`config.mk`:
```
export PLATFORM = sky130hd
export DESIGN_NAME = sfp_space
export DESIGN_NICKNAME = d
export VERILOG_FILES = /design/src/sfp_pkg.sv /design/src/sfp_space.sv
export VERILOG_INCLUDE_DIRS = /design/src
export SDC_FILE = /design/constraint.sdc
export NUM_CORES = 1
export LEC_CHECK = 0
export BUFFER_PORTS_ARGS = -buffer_cell sky130_fd_sc_hd__buf_2
export CAP_MARGIN = 5
export CORE_MARGIN = 8
export CORE_UTILIZATION = 50
export DETAILED_ROUTE_END_ITERATION = 8
export GPL_TIMING_DRIVEN = 0
export PLACE_DENSITY_LB_ADDON = 0.1
export REMOVE_ABC_BUFFERS = 1
export SLEW_MARGIN = 10
export SYNTH_ARGS = -nofsm -noshare
export SYNTH_HDL_FRONTEND = slang
export SYNTH_SLANG_ARGS = --single-unit
```
`constraint.sdc`:
```
create_clock -name mclk_in -period 2.7 [get_ports mclk_in]
set_input_delay 0.135 -clock mclk_in [delete_from_list [all_inputs] [get_ports mclk_in]]
set_output_delay 0.135 -clock mclk_in [all_outputs]
set_load 0.01 [all_outputs]
```
`src/sfp_defines.svh`:
```
// constants of the paged special function register space
`ifndef SFP_DEFINES_SVH
`define SFP_DEFINES_SVH
`define SFP_SPACE_MSB      7
`define SFP_PAGE_SEL_ADDR  8'h91
`define SFP_KEY_ADDR       8'hc7
`define SFP_KEY_FIRST      8'haa
`define SFP_KEY_SECOND     8'h55
`define SFP_PAGE_SEL_RST   1'b0
`define SFP_PAGE_BIT       0
`define SFP_SPI_CTRL_ADDR  8'hf3
`define SFP_SPI_FLAG_ADDR  8'hf4
`define SFP_SPI_DATA_ADDR  8'hf5
`define SFP_AIN_DIS_ADDR   8'hf6
`define SFP_IRQ_PH_ADDR    8'hf7
`define SFP_SER1_ADDR      8'hf8
`define SFP_PDT_EN_ADDR    8'hf9
`define SFP_PDT_CNT_ADDR   8'hfa
`define SFP_PM_EN_ADDR     8'hfb
`define SFP_PM_DATA_ADDR   8'hfc
`define SFP_PORDIS_ADDR    8'hfd
`define SFP_IRQ_P1_ADDR    8'hfe
`define SFP_IRQ_PH1_ADDR   8'hff
`define SFP_REG_RST        8'h00
`define SFP_SPI_FLAG_MASK  8'hfc
`define SFP_REG_COUNT      13
`endif

```
`src/sfp_pkg.sv`:
```
// types of the paged special function register space
package sfp_pkg;
  // unlock sequence states, gray along idle, first key, open
  typedef enum logic [1:0] {
    SFP_KEY_IDLE  = 2'b00,
    SFP_KEY_FIRST = 2'b01,
    SFP_KEY_OPEN  = 2'b11
  } sfp_key_t;
  // index into the local register array
  typedef logic [3:0] sfp_idx_t;
endpackage

```
`src/sfp_space.sv`:
```
// paged special function register decoder with timed-access page select
`timescale 1ns/100ps
`include "sfp_defines.svh"
module sfp_space (
  input  wire logic       mclk_in,
  input  wire logic       rst_b_in,
  input  wire logic [7:0] sfr_addr_in,
  input  wire logic       direct_in,
  input  wire logic       rd_in,
  input  wire logic       wr_in,
  input  wire logic       bit_in,
  input  wire logic [2:0] bit_sel_in,
  input  wire logic       bit_val_in,
  input  wire logic [7:0] wdata_in,
  input  wire logic [7:0] spi_flags_set_in,
  input  wire logic [7:0] ext_rd_data_in,
  output logic      [7:0] rd_data_out,
  output logic            bit_rd_out,
  output logic            rd_valid_out,
  output logic            page_out,
  output logic            bit_refused_out,
  output logic            reserved_hit_out,
  output logic            ext_rd_out,
  output logic            ext_wr_out,
  output logic            ext_bit_out,
  output logic      [7:0] ext_addr_out,
  output logic            ext_page_out,
  output logic      [7:0] ext_wdata_out,
  output logic      [2:0] ext_bit_sel_out,
  output logic            ext_bit_val_out,
  output logic      [7:0] spi_control_out,
  output logic      [7:0] spi_control_ext_out,
  output logic      [7:0] spi_flags_out,
  output logic      [7:0] spi_data_buf_out,
  output logic      [7:0] analog_digital_input_disable_out,
  output logic      [7:0] irq_priority_high_ext_out,
  output logic      [7:0] serial1_control_out,
  output logic      [7:0] pwm_deadtime_enable_out,
  output logic      [7:0] pwm_deadtime_count_out,
  output logic      [7:0] pwm_mask_enable_out,
  output logic      [7:0] pwm_mask_data_out,
  output logic      [7:0] irq_priority_ext1_out,
  output logic      [7:0] irq_priority_high_ext1_out
);

  // locally held registers, index order fixed by the lookup below
  logic [7:0] regs [0:`SFP_REG_COUNT-1];

  logic             page_choice_bit;
  sfp_pkg::sfp_key_t key_state;

  // decode of the current request
  logic             hit;
  logic             bit_ok;
  logic             refused;
  logic             resv;
  logic             acc;
  logic             loc_hit;
  sfp_pkg::sfp_idx_t loc_idx;
  logic             is_page;
  logic             is_key;
  logic             ext_sel;

  // first read stage
  logic             s1_rd;
  logic             s1_bit;
  logic             s1_local;
  logic [7:0]       s1_data;
  logic [2:0]       s1_sel;

  // local register lookup, banked only where the map says so
  function automatic logic [4:0] lookup(input logic [7:0] a,
                                        input logic       p);
    logic [4:0] r;
    r = 5'h00;
    case (a)
      `SFP_SPI_CTRL_ADDR: r = p ? 5'h11 : 5'h10;
      `SFP_SPI_FLAG_ADDR: r = 5'h12;
      `SFP_SPI_DATA_ADDR: r = p ? 5'h00 : 5'h13;
      `SFP_AIN_DIS_ADDR:  r = p ? 5'h00 : 5'h14;
      `SFP_IRQ_PH_ADDR:   r = p ? 5'h00 : 5'h15;
      `SFP_SER1_ADDR:     r = 5'h16;
      `SFP_PDT_EN_ADDR:   r = 5'h17;
      `SFP_PDT_CNT_ADDR:  r = 5'h18;
      `SFP_PM_EN_ADDR:    r = 5'h19;
      `SFP_PM_DATA_ADDR:  r = 5'h1a;
      `SFP_IRQ_P1_ADDR:   r = p ? 5'h00 : 5'h1b;
      `SFP_IRQ_PH1_ADDR:  r = p ? 5'h00 : 5'h1c;
      default:            r = 5'h00;
    endcase
    return r;
  endfunction

  // unoccupied locations on each page
  function automatic logic reserved(input logic [7:0] a,
                                    input logic       p);
    logic r;
    r = 1'b0;
    case (a)
      8'h9d, 8'h9e, 8'ha1, 8'hb6: r = 1'b1;
      8'hef, 8'hf5, 8'hf6, 8'hf7: r = p;
      8'hfd, 8'hfe, 8'hff:        r = p;
      default:                    r = 1'b0;
    endcase
    return r;
  endfunction

  // replace one bit of a byte
  function automatic logic [7:0] put_bit(input logic [7:0] v,
                                         input logic [2:0] s,
                                         input logic       b);
    logic [7:0] r;
    r = v;
    r[s] = b;
    return r;
  endfunction

  // request decode
  assign hit     = direct_in & sfr_addr_in[`SFP_SPACE_MSB]
                 & (rd_in | wr_in);
  assign bit_ok  = (sfr_addr_in[2:0] == 3'h0);
  assign refused = hit & bit_in & ~bit_ok;
  assign resv    = hit & reserved(sfr_addr_in, page_choice_bit);
  assign acc     = hit & ~refused & ~resv;
  assign loc_hit = lookup(sfr_addr_in, page_choice_bit) != 5'h00;
  // low four bits of the lookup code are the array index
  assign loc_idx = 4'(lookup(sfr_addr_in, page_choice_bit));
  assign is_page = sfr_addr_in == `SFP_PAGE_SEL_ADDR;
  assign is_key  = sfr_addr_in == `SFP_KEY_ADDR;
  assign ext_sel = acc & ~loc_hit & ~is_page & ~is_key;

  // timed-access unlock sequence
  always_ff @(posedge mclk_in) begin
    if (!rst_b_in) begin
      key_state <= sfp_pkg::SFP_KEY_IDLE;
    end else if (acc & wr_in & is_key & ~bit_in) begin
      case (key_state)
        sfp_pkg::SFP_KEY_IDLE:
          key_state <= (wdata_in == `SFP_KEY_FIRST)
                     ? sfp_pkg::SFP_KEY_FIRST
                     : sfp_pkg::SFP_KEY_IDLE;
        sfp_pkg::SFP_KEY_FIRST:
          key_state <= (wdata_in == `SFP_KEY_SECOND)
                     ? sfp_pkg::SFP_KEY_OPEN
                     : (wdata_in == `SFP_KEY_FIRST)
                     ? sfp_pkg::SFP_KEY_FIRST
                     : sfp_pkg::SFP_KEY_IDLE;
        default:
          key_state <= (wdata_in == `SFP_KEY_FIRST)
                     ? sfp_pkg::SFP_KEY_FIRST
                     : sfp_pkg::SFP_KEY_IDLE;
      endcase
    end else if (hit) begin
      key_state <= sfp_pkg::SFP_KEY_IDLE;   // any other access relocks
    end
  end

  // page selector, written only straight after the unlock
  always_ff @(posedge mclk_in) begin
    if (!rst_b_in) begin
      page_choice_bit <= `SFP_PAGE_SEL_RST;
    end else if (acc & wr_in & is_page & ~bit_in &
                 (key_state == sfp_pkg::SFP_KEY_OPEN)) begin
      page_choice_bit <= wdata_in[`SFP_PAGE_BIT];
    end
  end

  // local registers; spi flag set by hardware wins over a write
  always_ff @(posedge mclk_in) begin
    if (!rst_b_in) begin
      for (int i = 0; i < `SFP_REG_COUNT; i++) begin
        regs[i] <= `SFP_REG_RST;
      end
    end else begin
      for (int i = 0; i < `SFP_REG_COUNT; i++) begin
        if (acc & wr_in & loc_hit & (loc_idx == 4'(i))) begin
          regs[i] <= bit_in
                   ? put_bit(regs[i], bit_sel_in, bit_val_in)
                   : wdata_in;
        end
      end
      if (acc & wr_in & loc_hit & (loc_idx == 4'h2)) begin
        regs[2] <= (wdata_in | spi_flags_set_in) & `SFP_SPI_FLAG_MASK;
      end else begin
        regs[2] <= (regs[2] | spi_flags_set_in) & `SFP_SPI_FLAG_MASK;
      end
    end
  end

  // forward of shared registers held elsewhere
  always_ff @(posedge mclk_in) begin
    if (!rst_b_in) begin
      ext_rd_out      <= 1'b0;
      ext_wr_out      <= 1'b0;
      ext_bit_out     <= 1'b0;
      ext_addr_out    <= 8'h00;
      ext_page_out    <= 1'b0;
      ext_wdata_out   <= 8'h00;
      ext_bit_sel_out <= 3'h0;
      ext_bit_val_out <= 1'b0;
    end else begin
      ext_rd_out      <= ext_sel & rd_in;
      ext_wr_out      <= ext_sel & wr_in;
      ext_bit_out     <= ext_sel & bit_in;
      if (ext_sel) begin
        ext_addr_out    <= sfr_addr_in;
        ext_page_out    <= page_choice_bit;
        ext_wdata_out   <= wdata_in;
        ext_bit_sel_out <= bit_sel_in;
        ext_bit_val_out <= bit_val_in;
      end
    end
  end

  // first read stage: capture local value or wait for forward
  always_ff @(posedge mclk_in) begin
    if (!rst_b_in) begin
      s1_rd    <= 1'b0;
      s1_bit   <= 1'b0;
      s1_local <= 1'b0;
      s1_data  <= 8'h00;
      s1_sel   <= 3'h0;
    end else begin
      s1_rd    <= hit & rd_in;
      s1_bit   <= bit_in;
      s1_local <= ~ext_sel;
      s1_sel   <= bit_sel_in;
      if (~acc) begin
        s1_data <= 8'h00;             // refused or unoccupied: zero
      end else if (is_page) begin
        s1_data <= {7'h00, page_choice_bit};
      end else if (loc_hit) begin
        s1_data <= regs[loc_idx];
      end else begin
        s1_data <= 8'h00;             // key register reads as zero
      end
    end
  end

  // second read stage, answer to the core
  always_ff @(posedge mclk_in) begin
    if (!rst_b_in) begin
      rd_valid_out <= 1'b0;
      rd_data_out  <= 8'h00;
      bit_rd_out   <= 1'b0;
    end else begin
      rd_valid_out <= s1_rd;
      if (s1_rd) begin
        rd_data_out <= s1_local ? s1_data : ext_rd_data_in;
        bit_rd_out  <= s1_bit &
                       (s1_local ? s1_data[s1_sel]
                                 : ext_rd_data_in[s1_sel]);
      end
    end
  end

  // error pulses for refused bit access and unoccupied locations
  always_ff @(posedge mclk_in) begin
    if (!rst_b_in) begin
      bit_refused_out  <= 1'b0;
      reserved_hit_out <= 1'b0;
    end else begin
      bit_refused_out  <= refused;
      reserved_hit_out <= resv & ~refused;
    end
  end

  // register contents toward the peripherals
  assign page_out                         = page_choice_bit;
  assign spi_control_out                  = regs[0];
  assign spi_control_ext_out              = regs[1];
  assign spi_flags_out                    = regs[2];
  assign spi_data_buf_out                 = regs[3];
  assign analog_digital_input_disable_out = regs[4];
  assign irq_priority_high_ext_out        = regs[5];
  assign serial1_control_out              = regs[6];
  assign pwm_deadtime_enable_out          = regs[7];
  assign pwm_deadtime_count_out           = regs[8];
  assign pwm_mask_enable_out              = regs[9];
  assign pwm_mask_data_out                = regs[10];
  assign irq_priority_ext1_out            = regs[11];
  assign irq_priority_high_ext1_out       = regs[12];

endmodule

```
==> impl_metrics.csv, run 1 <==
group,metric,value,unit
finish,design_area,0.00982,mm2
floorplanning,rows,46,
synthesis,synthesis.area,0.00799,mm2
place,numPortBuffers,178,
critical_path,crit_buf_inv,1,
synthesis,netlist_instances,833,
synthesis,synthAdderAreaFrac,0,%
route,ant_nets,0,
power,p_per_area,575,mW/mm2
critical_path,cpPeakStageDelay,0.43,ns
flow_run,cap_violations,0,
critical_path,arrival,2.74,ns
global_routing,grt_max_degree,38,
finish,regArea,0.00388,mm2
place,routabilityCongestion,0.960,
global_routing,grt-ovfl-total,0,
synthesis,synth-simple-area-share,19.2,%
route,drc_errors,0,
synthesis,synth-xor-area-share,0.110,%
floorplanning,ioPinCount,183,
finish,drive_above_1_share,28.6,%
critical_path,worstPathRequired,2.85,ns
outcome,outcome,"finished, final reports clean",
place,hpwl,21000,um
synthesis,syn_area_per_cell,9.59,um2
clock_tree,cts_tree,"done",
clock_tree,root_buffer,"clkbuf_16",
route,wl_per_cell,23.9,um
route,detail_route.vias_per_cell,6.36,
clock_tree,cts_max_level,4,
power,max-vdd-ir-drop,0.426,mV
critical_path,startpoint_type,"flop",
clock_tree,clock_latency,0.44,ns
critical_path,path_max_fanout,15,
critical_path,crit_family,"simple AND/OR/NAND/NOR gates",
sta,clock_skew,0.00836,ns
clock_tree,clock_path_buffers,2,
critical_path,critPathKind,"reg2reg",
min_path,hp-class,"in2reg",
synthesis,synth_compound_area_share,22.7,%
sta,period_needed,2.59,ns
finish,final_common_cell,"buf_2",
floorplanning,coreArea,0.0158,mm2
finish,final_cell_mix,"buf_2 (178), nor2_1 (101), o21ai_0 (82)",
power,cellLeakagePower,3.77,nW
finish,antennaDiodeCount,0,
critical_path,path_cells,"nor3b_2 > o21ai_0 > nand2_2 > nand3_1 > o31ai_4 > buf_12",
clock_tree,path_clk_slew,0.06,ns
route,totalWireLength,29300,um
synthesis,synth.area.mux_share,4.48,%
finish,final_cells,1227,
clock_tree,clock_sinks,155,
synthesis,yosys_most_used_dff,"edfxtp_1",
route,dr_total_vias,7802,
synthesis,async_flop_share,0,%
finish,syn2layout_area_growth,23.0,%
power,p_sw,0.00156,W
finish,fin_nets,1040,
finish,fill_cells,1453,
critical_path,cp_slowest_cell,"dfxtp_2",
floorplanning,dieArea,0.0203,mm2
finish,final_util,62.3,%
synthesis,seq_area_frac_synth,48.6,%
synthesis,synth_top_family_by_area,"compound AO/OA/AOI/OAI gates",
synthesis,ys.warnings.count,0,
global_routing,grt_pass1_vias,7345,
place,placedCellCount,1182,
floorplanning,die_y,142,um
critical_path,end_kind,"flop",
synthesis,synthDistinctLibCells,78,
sta,setup_violations,0,
global_routing,grt_pass1_wl,44000,um
power,p_int,0.00408,W
sta,tightest_slew,1.11,ns
global_routing,track_usage,28.7,%
route,drt_iter0_markers,774,
finish,multi_input_area,0.00388,mm2
sta,finalCritPeriodShare,95.7,%
power,combPwrFrac,11.9,%
sta,slew_headroom,25.9,%
route,firstDrtPassIters,5,
sta,hold_slack,0.0161,ns
global_routing,antenna_found_initial,0,
power,swShare,27.7,%
sta,rsz0062_at_grt,"yes",
synthesis,synth-edff-count,78,
synthesis,synth_seq_cells,155,
sta,finalMaxSlewViolations,0,
floorplanning,start_util,50.7,%
clock_tree,cts_buffers,17,
sta,final-hold-violation-count,0,
power,seqPwrFrac,45.8,%
power,clock_power_share,42.3,%
place,place_area,0.00897,mm2
floorplanning,chipWidth,142,um
power,p_total,0.00565,W
sta,clock.fmax,387,MHz
## layer usage
| metal | track usage (%) | wire length, um | up-vias |
|---|---|---|---|
| li1 | - | - | 3462 |
| met1 | 38.5 | 12100 | 3812 |
| met2 | 43.4 | 13000 | 465 |
| met3 | 5.70 | 2930 | 63 |
| met4 | 13.9 | 1230 | 0 |
| met5 | 0 | 0 | - |
## logic make-up (layout without fill, tap and decap cells)
kind of cell,count (synthesis),count (layout)
other cells,2,8
simple gates,294,294
compound gates,275,275
buf+inv,77,249
mux,29,29
xor+xnor,1,1
flops,155,155
## synth_stat cells (all sizes together), types with 3 or more instances
master	count	share of area (%)
a21oi	59	3.8
a31oi	7	0.55
o22ai	6	0.47
edfxtp	78	29
and4bb	3	0.47
o21a	5	0.47
nand3b	6	0.56
nand2b	9	0.70
and2	14	1.1
nor3b	5	0.80
o211ai	3	0.28
a32oi	6	0.66
a21o	7	0.66
nor4	9	0.89
a211oi	32	3.3
dfxtp	77	19
a22oi	4	0.38
nor3	32	2.3
nand2	41	1.9
buf	27	2.4
mux4	5	1.4
a222oi	4	0.50
mux2	4	0.56
mux2i	20	2.5
a22o	6	0.66
nand3	50	3.3
a221o	5	0.63
nor2	108	5.4
a31o	6	0.66
inv	18	0.85
a32o	5	0.63
nand4	3	0.31
o2111ai	4	0.96
a311oi	3	0.33
clkbuf	32	1.5
o21ai	100	6.3
## area by class of cell
cell class / instances / share of cell area, %
repair buffers: 199 / 11.6
multi-input cells: 607 / 39.5
clock inverters: 13 / 1.32
clock buffers: 19 / 4.61
flip-flops and latches: 155 / 39.5
inverters: 18 / 0.688
well taps: 216 / 2.75
## registers in the layout, indices dropped and copies added (netlist names), 2 cells and up
signal,flops
s1_sel,3
regs,102
key_state,2
ext_wdata_out,8
ext_addr_out,8
rd_data_out,8
ext_bit_sel_out,3
s1_data,8
## path summary, 6_finish.rpt
check | start | end | slack, ns | depth (start not counted)
setup reg to reg | page_out | regs[3][5] | 0.11 | 6
hold reg to reg | s1_bit | bit_rd_out | 0.47 | 2
hold / removal | wdata_in[3] | ext_wdata_out[3] | 0.02 | 3
setup / recovery | page_out | regs[3][5] | 0.11 | 6
## through the flow
step           TNS, ns  setup WS [ns]
5_1_grt              0        0.00400
3_5_place_dp    -66.76          -1.14
4_1_cts              0         0.0357
3_3_place_gp   -108.41          -1.17
2_1_floorplan   -0.135        -0.0550
6_report             0          0.115
## power groups by stage
| stage | registers, W | clock network (W) | logic [W] |
|---|---|---|---|
| 2_1_floorplan | 0.00265 | 0 | 0.000298 |
| 3_3_place_gp | 0.00264 | 0 | 0.000604 |
| 3_5_place_dp | 0.00264 | 0 | 0.000628 |
| 4_1_cts | 0.00259 | 0.00241 | 0.000650 |
| 5_1_grt | 0.00259 | 0.00250 | 0.000711 |
| 6_report | 0.00259 | 0.00239 | 0.000671 |
## repair_timing
item                                    4_1_cts  5_1_grt
hold endpoints to repair                     10        0
pin swaps                                     2        3
endpoints found under the setup margin       84       93
gates resized for setup                      22        9
setup buffers                                 0        4
hold buffers                                  8        0
## worst min-delay path: stages
cell and delay [ns]:
buf_2 0.14, nand3_1 0.07, a21oi_1 0.05
Power figures use the tool's default switching activity.
==> run 2: changes to the inputs <==
--- a/config.mk
+++ b/config.mk
@@ -9,7 +9,7 @@
 export BUFFER_PORTS_ARGS = -buffer_cell sky130_fd_sc_hd__buf_2
 export CAP_MARGIN = 5
 export CORE_MARGIN = 8
-export CORE_UTILIZATION = 50
+export CORE_UTILIZATION = 38
 export DETAILED_ROUTE_END_ITERATION = 8
 export GPL_TIMING_DRIVEN = 0
 export PLACE_DENSITY_LB_ADDON = 0.1
==> run 2 against run 1 <==
Against the previous run: critical endpoint is now regs[5][6]; clock-buffer cell count fell by 1; critical path type is now in2reg; worst setup slack gained 0.022 ns; die area increased by 28%; register-to-register slack gained 0.04 ns; design area grew 1.2%; combinational power about the same; largest cell class is now multi-input combinational cells; power is 0.51% lower.
==> impl_metrics.csv, run 2 (same netlist as run 1, synthesis figures left out) <==
group,metric,value,unit
route,drt_iter0_markers,833,
route,totalWireLength,30200,um
sta,finalMaxSlewViolations,0,
global_routing,track_usage,22.9,%
place,routabilityCongestion,0.938,
power,p_per_area,565,mW/mm2
route,wl_per_cell,23.4,um
floorplanning,start_util,38.4,%
sta,period_needed,2.56,ns
clock_tree,clock_sinks,155,
finish,largest_reg_flops,102,
clock_tree,cts_tree,"done",
sta,setup_ws,0.137,ns
route,drc_errors,0,
critical_path,arrival,2.65,ns
global_routing,grt-ovfl-total,0,
route,detail_route.vias_per_cell,5.84,
critical_path,path_max_fanout,22,
global_routing,grt_pass1_vias,7355,
power,max-vdd-ir-drop,0.288,mV
sta,setup_violations,0,
sta,final-hold-violation-count,0,
sta,tightest_slew,1.17,ns
clock_tree,clock_latency,0.43,ns
clock_tree,cts_max_level,4,
critical_path,worstPathRequired,2.79,ns
sta,setup_tns,0,ns
finish,antennaDiodeCount,0,
floorplanning,ioPinCount,183,
floorplanning,die_y,161,um
route,firstDrtPassIters,5,
route,dr_total_vias,7538,
finish,fin_nets,1045,
flow_run,cap_violations,0,
sta,slew_headroom,22.1,%
critical_path,critPathKind,"in2reg",
global_routing,antenna_found_initial,0,
floorplanning,chipWidth,161,um
floorplanning,coreArea,0.0208,mm2
finish,final_cell_mix,"buf_2 (178), nor2_1 (101), o21ai_0 (81)",
finish,final_util,47.7,%
finish,top_register,"regs",
outcome,outcome,"finished, final reports clean",
sta,clock.fmax,390,MHz
floorplanning,dieArea,0.0259,mm2
critical_path,startpoint_type,"input port",
sta,finalCritPeriodShare,94.9,%
critical_path,end_kind,"flop",
place,hpwl,22100,um
finish,drive_above_1_share,28.8,%
global_routing,grt_max_degree,44,
clock_tree,cts_buffers,17,
finish,syn2layout_area_growth,24.4,%
clock_tree,path_clk_slew,0.07,ns
critical_path,startpoint,"sfr_addr_in[1]",
sta,clock_skew,0.0100,ns
place,numPortBuffers,178,
finish,final_common_cell,"buf_2",
min_path,holdCritStartpoint,"wdata_in[0]",
power,cellLeakagePower,3.79,nW
floorplanning,rows,53,
sta,rsz0062_at_grt,"no",
sta,hold_slack,0.0227,ns
clock_tree,clock_path_buffers,2,
place,dpl_worst_slack,-1.07,ns
global_routing,grt_pass1_wl,45700,um
critical_path,worstReg2RegStart,"page_out",
min_path,hp-class,"in2reg",
clock_tree,root_buffer,"clkbuf_16",
route,ant_nets,0,
[run 2: worst paths after layout]
kind,endpoint,slack (ns),cells past startpoint
worst max register to register,regs[5][6],0.15,5
worst min register to register,ext_bit_sel_out[0],0.47,2
worst min-delay path,ext_wdata_out[0],0.02,3
worst max-delay path,regs[5][6],0.14,7
[run 2: power by group]
part | leakage [nW] | internal (W) | switching, W
combinational | 2.08 | 0.000214 | 0.000456
sequential | 1.43 | 0.00253 | 0.0000590
clock | 0.280 | 0.00131 | 0.00105
total | 3.79 | 0.00406 | 0.00156
[run 2: final cells by class]
type / count / area, um2
fill: 2080 / 10900
multi-input combinational: 607 / 3910
sequential: 155 / 3880
timing repair buffer: 204 / 1160
clock buffer: 18 / 439
tap: 275 / 344
clock inverter: 14 / 133
inverter: 18 / 67.6
[run 2: critical path: stages]
cell	delay, ns
buf_2	0.39
nand2_2	0.25
a21oi_2	0.34
o21ai_0	0.36
nor4_4	0.47
nand2_1	0.30
o21ai_4	0.40
[run 2: through the flow]
| stage | power, W | cells | area [um2] |
|---|---|---|---|
| 6_report | 0.00562 | 1291 | 9940 |
| 3_5_place_dp | 0.00327 | 1242 | 9050 |
| 3_3_place_gp | 0.00325 | 1233 | 8930 |
| 4_1_cts | 0.00565 | 1283 | 9800 |
| 5_1_grt | 0.00584 | 1291 | 9940 |
| 2_1_floorplan | 0.00295 | 780 | 7700 |
[run 2: routing by layer]
metal | GRT usage [%] | routed length, um | vias up
met4 | 10.1 | 1170 | 0
met5 | 0 | 0 | -
met2 | 33.7 | 13100 | 381
li1 | - | - | 3474
met3 | 5.40 | 2590 | 52
met1 | 31.4 | 13300 | 3631
[run 2: timing repair]
item                                    in CTS  in global routing
gates resized for setup                     21                 12
hold buffers                                 8                  0
setup buffers                                1                  8
hold endpoints to repair                     9                  0
pin swaps                                    1                  2
endpoints found under the setup margin      91                 94
==> run 3: changes to the inputs <==
--- a/config.mk
+++ b/config.mk
@@ -12,6 +12,7 @@
 export CORE_UTILIZATION = 38
 export DETAILED_ROUTE_END_ITERATION = 8
 export GPL_TIMING_DRIVEN = 0
+export MAX_ROUTING_LAYER = met4
 export PLACE_DENSITY_LB_ADDON = 0.1
 export REMOVE_ABC_BUFFERS = 1
 export SLEW_MARGIN = 10
==> run 3 against run 2 <==
Against the previous run: register-to-register slack is essentially flat; sequential power is essentially flat; clock-buffer cell count grew 1; combinational power is essentially flat; via count grew 0.72%; global-route usage grew 0.92 points; critical endpoint is now regs[3][0]; largest power group is now clock; highest routed layer unchanged.
==> impl_metrics.csv, run 3 (same netlist as run 1, synthesis figures left out) <==
group,metric,value,unit
outcome,outcome,"finished, final reports clean",
route,firstDrtPassIters,5,
floorplanning,rows,53,
critical_path,startpoint_type,"flop",
floorplanning,chipWidth,161,um
critical_path,path_max_fanout,15,
finish,multi_input_area,0.00389,mm2
finish,final_util,47.8,%
sta,period_needed,2.56,ns
critical_path,reg2reg_slack,0.14,ns
sta,finalMaxSlewViolations,0,
flow_run,cap_violations,0,
sta,hold_slack,0.0174,ns
sta,final-hold-violation-count,0,
critical_path,worstPathRequired,2.77,ns
route,ant_nets,0,
floorplanning,start_util,38.4,%
finish,final_cell_mix,"buf_2 (178), nor2_1 (101), o21ai_0 (80)",
floorplanning,die_y,161,um
finish,regArea,0.00388,mm2
global_routing,antenna_found_initial,0,
route,drt_iter0_markers,737,
sta,setup_ws,0.145,ns
sta,slew_headroom,41.1,%
place,routabilityCongestion,0.948,
global_routing,grt_pass1_vias,7416,
sta,clock_skew,0.0110,ns
sta,rsz0062_at_grt,"no",
finish,final_common_cell,"buf_2",
min_path,hp-class,"in2reg",
route,detail_route.vias_per_cell,5.89,
floorplanning,coreArea,0.0208,mm2
floorplanning,ioPinCount,183,
sta,finalCritPeriodShare,94.6,%
power,p_per_area,593,mW/mm2
floorplanning,dieArea,0.0259,mm2
clock_tree,cts_buffers,17,
route,wl_per_cell,23.8,um
clock_tree,cts_max_level,4,
global_routing,grt-ovfl-total,0,
place,hpwl,22200,um
place,dpl_worst_slack,-1.06,ns
route,drc_errors,0,
global_routing,track_usage,23.8,%
critical_path,end_kind,"flop",
finish,top_register,"regs",
finish,fill_cells,2033,
route,totalWireLength,30600,um
global_routing,grt_max_degree,42,
clock_tree,clock_path_buffers,2,
clock_tree,cts_tree,"done",
finish,fin_nets,1042,
clock_tree,clock_sinks,155,
clock_tree,clock_latency,0.44,ns
route,dr_total_vias,7592,
finish,antennaDiodeCount,0,
power,max-vdd-ir-drop,0.452,mV
place,numPortBuffers,178,
finish,largest_reg_flops,102,
global_routing,grt_pass1_wl,46200,um
critical_path,critPathKind,"reg2reg",
finish,syn2layout_area_growth,24.5,%
clock_tree,root_buffer,"clkbuf_16",
sta,clock.fmax,391,MHz
clock_tree,path_clk_slew,0.06,ns
sta,tightest_slew,0.877,ns
critical_path,arrival,2.63,ns
power,cellLeakagePower,3.81,nW
sta,setup_violations,0,
finish,drive_above_1_share,28.8,%
[run 3: path summary, 6_finish.rpt]
kind                                    startpoint                  to  cells past startpoint
worst max-delay path                      page_out          regs[3][0]                      5
worst min-delay path                   wdata_in[4]    ext_wdata_out[4]                      3
worst max register to register            page_out          regs[3][0]                      5
worst min register to register  ext_bit_sel_out[1]  ext_bit_sel_out[1]                      2
[run 3: routing by layer]
metal  track usage (%)  share of wire [%]
met1              32.1                 45
met2              35.1                 44
met3              4.58                7.8
met4              8.54                2.9
met5                 -                  0
[run 3: what timing repair did]
item,4_1_cts,5_1_grt
resized for setup,19,12
pin swaps,1,1
hold endpoints to repair,9,0
setup endpoints to repair,87,119
hold buffers,8,0
setup buffers,0,6
cloned,0,0
[run 3: stage by stage]
step	area (um2)	power [W]	setup TNS, ns	instances
final	9950	0.00590	0	1288
after global routing	9950	0.00609	0	1288
after CTS	9830	0.00592	-0.165	1282
after detailed placement	9050	0.00327	-58.51	1242
after global placement	8930	0.00325	-113.45	1233
after floorplan	7700	0.00295	-0.135	780
[run 3: layout make-up]
type,count,area share (%)
inverters,18,0.679
repair buffers,201,11.3
clock inverters,13,1.77
clock buffers,19,4.67
multi-input cells,607,39.1
well taps,275,3.46
flip-flops and latches,155,39.1
[run 3: worst max-delay path: stages (launching register included)]
cell	delay, ns
dfxtp_2	0.41
nand2b_1	0.23
a21o_1	0.37
nand2_2	0.37
nand3_1	0.24
o31ai_4	0.56
[run 3: report_power, final]
| part | total, W | internal, W | switching, W |
|---|---|---|---|
| Combinational | 0.000670 | 0.000209 | 0.000460 |
| Sequential | 0.00259 | 0.00253 | 0.0000591 |
| Clock | 0.00264 | 0.00156 | 0.00108 |
| Total | 0.00590 | 0.00430 | 0.00160 |
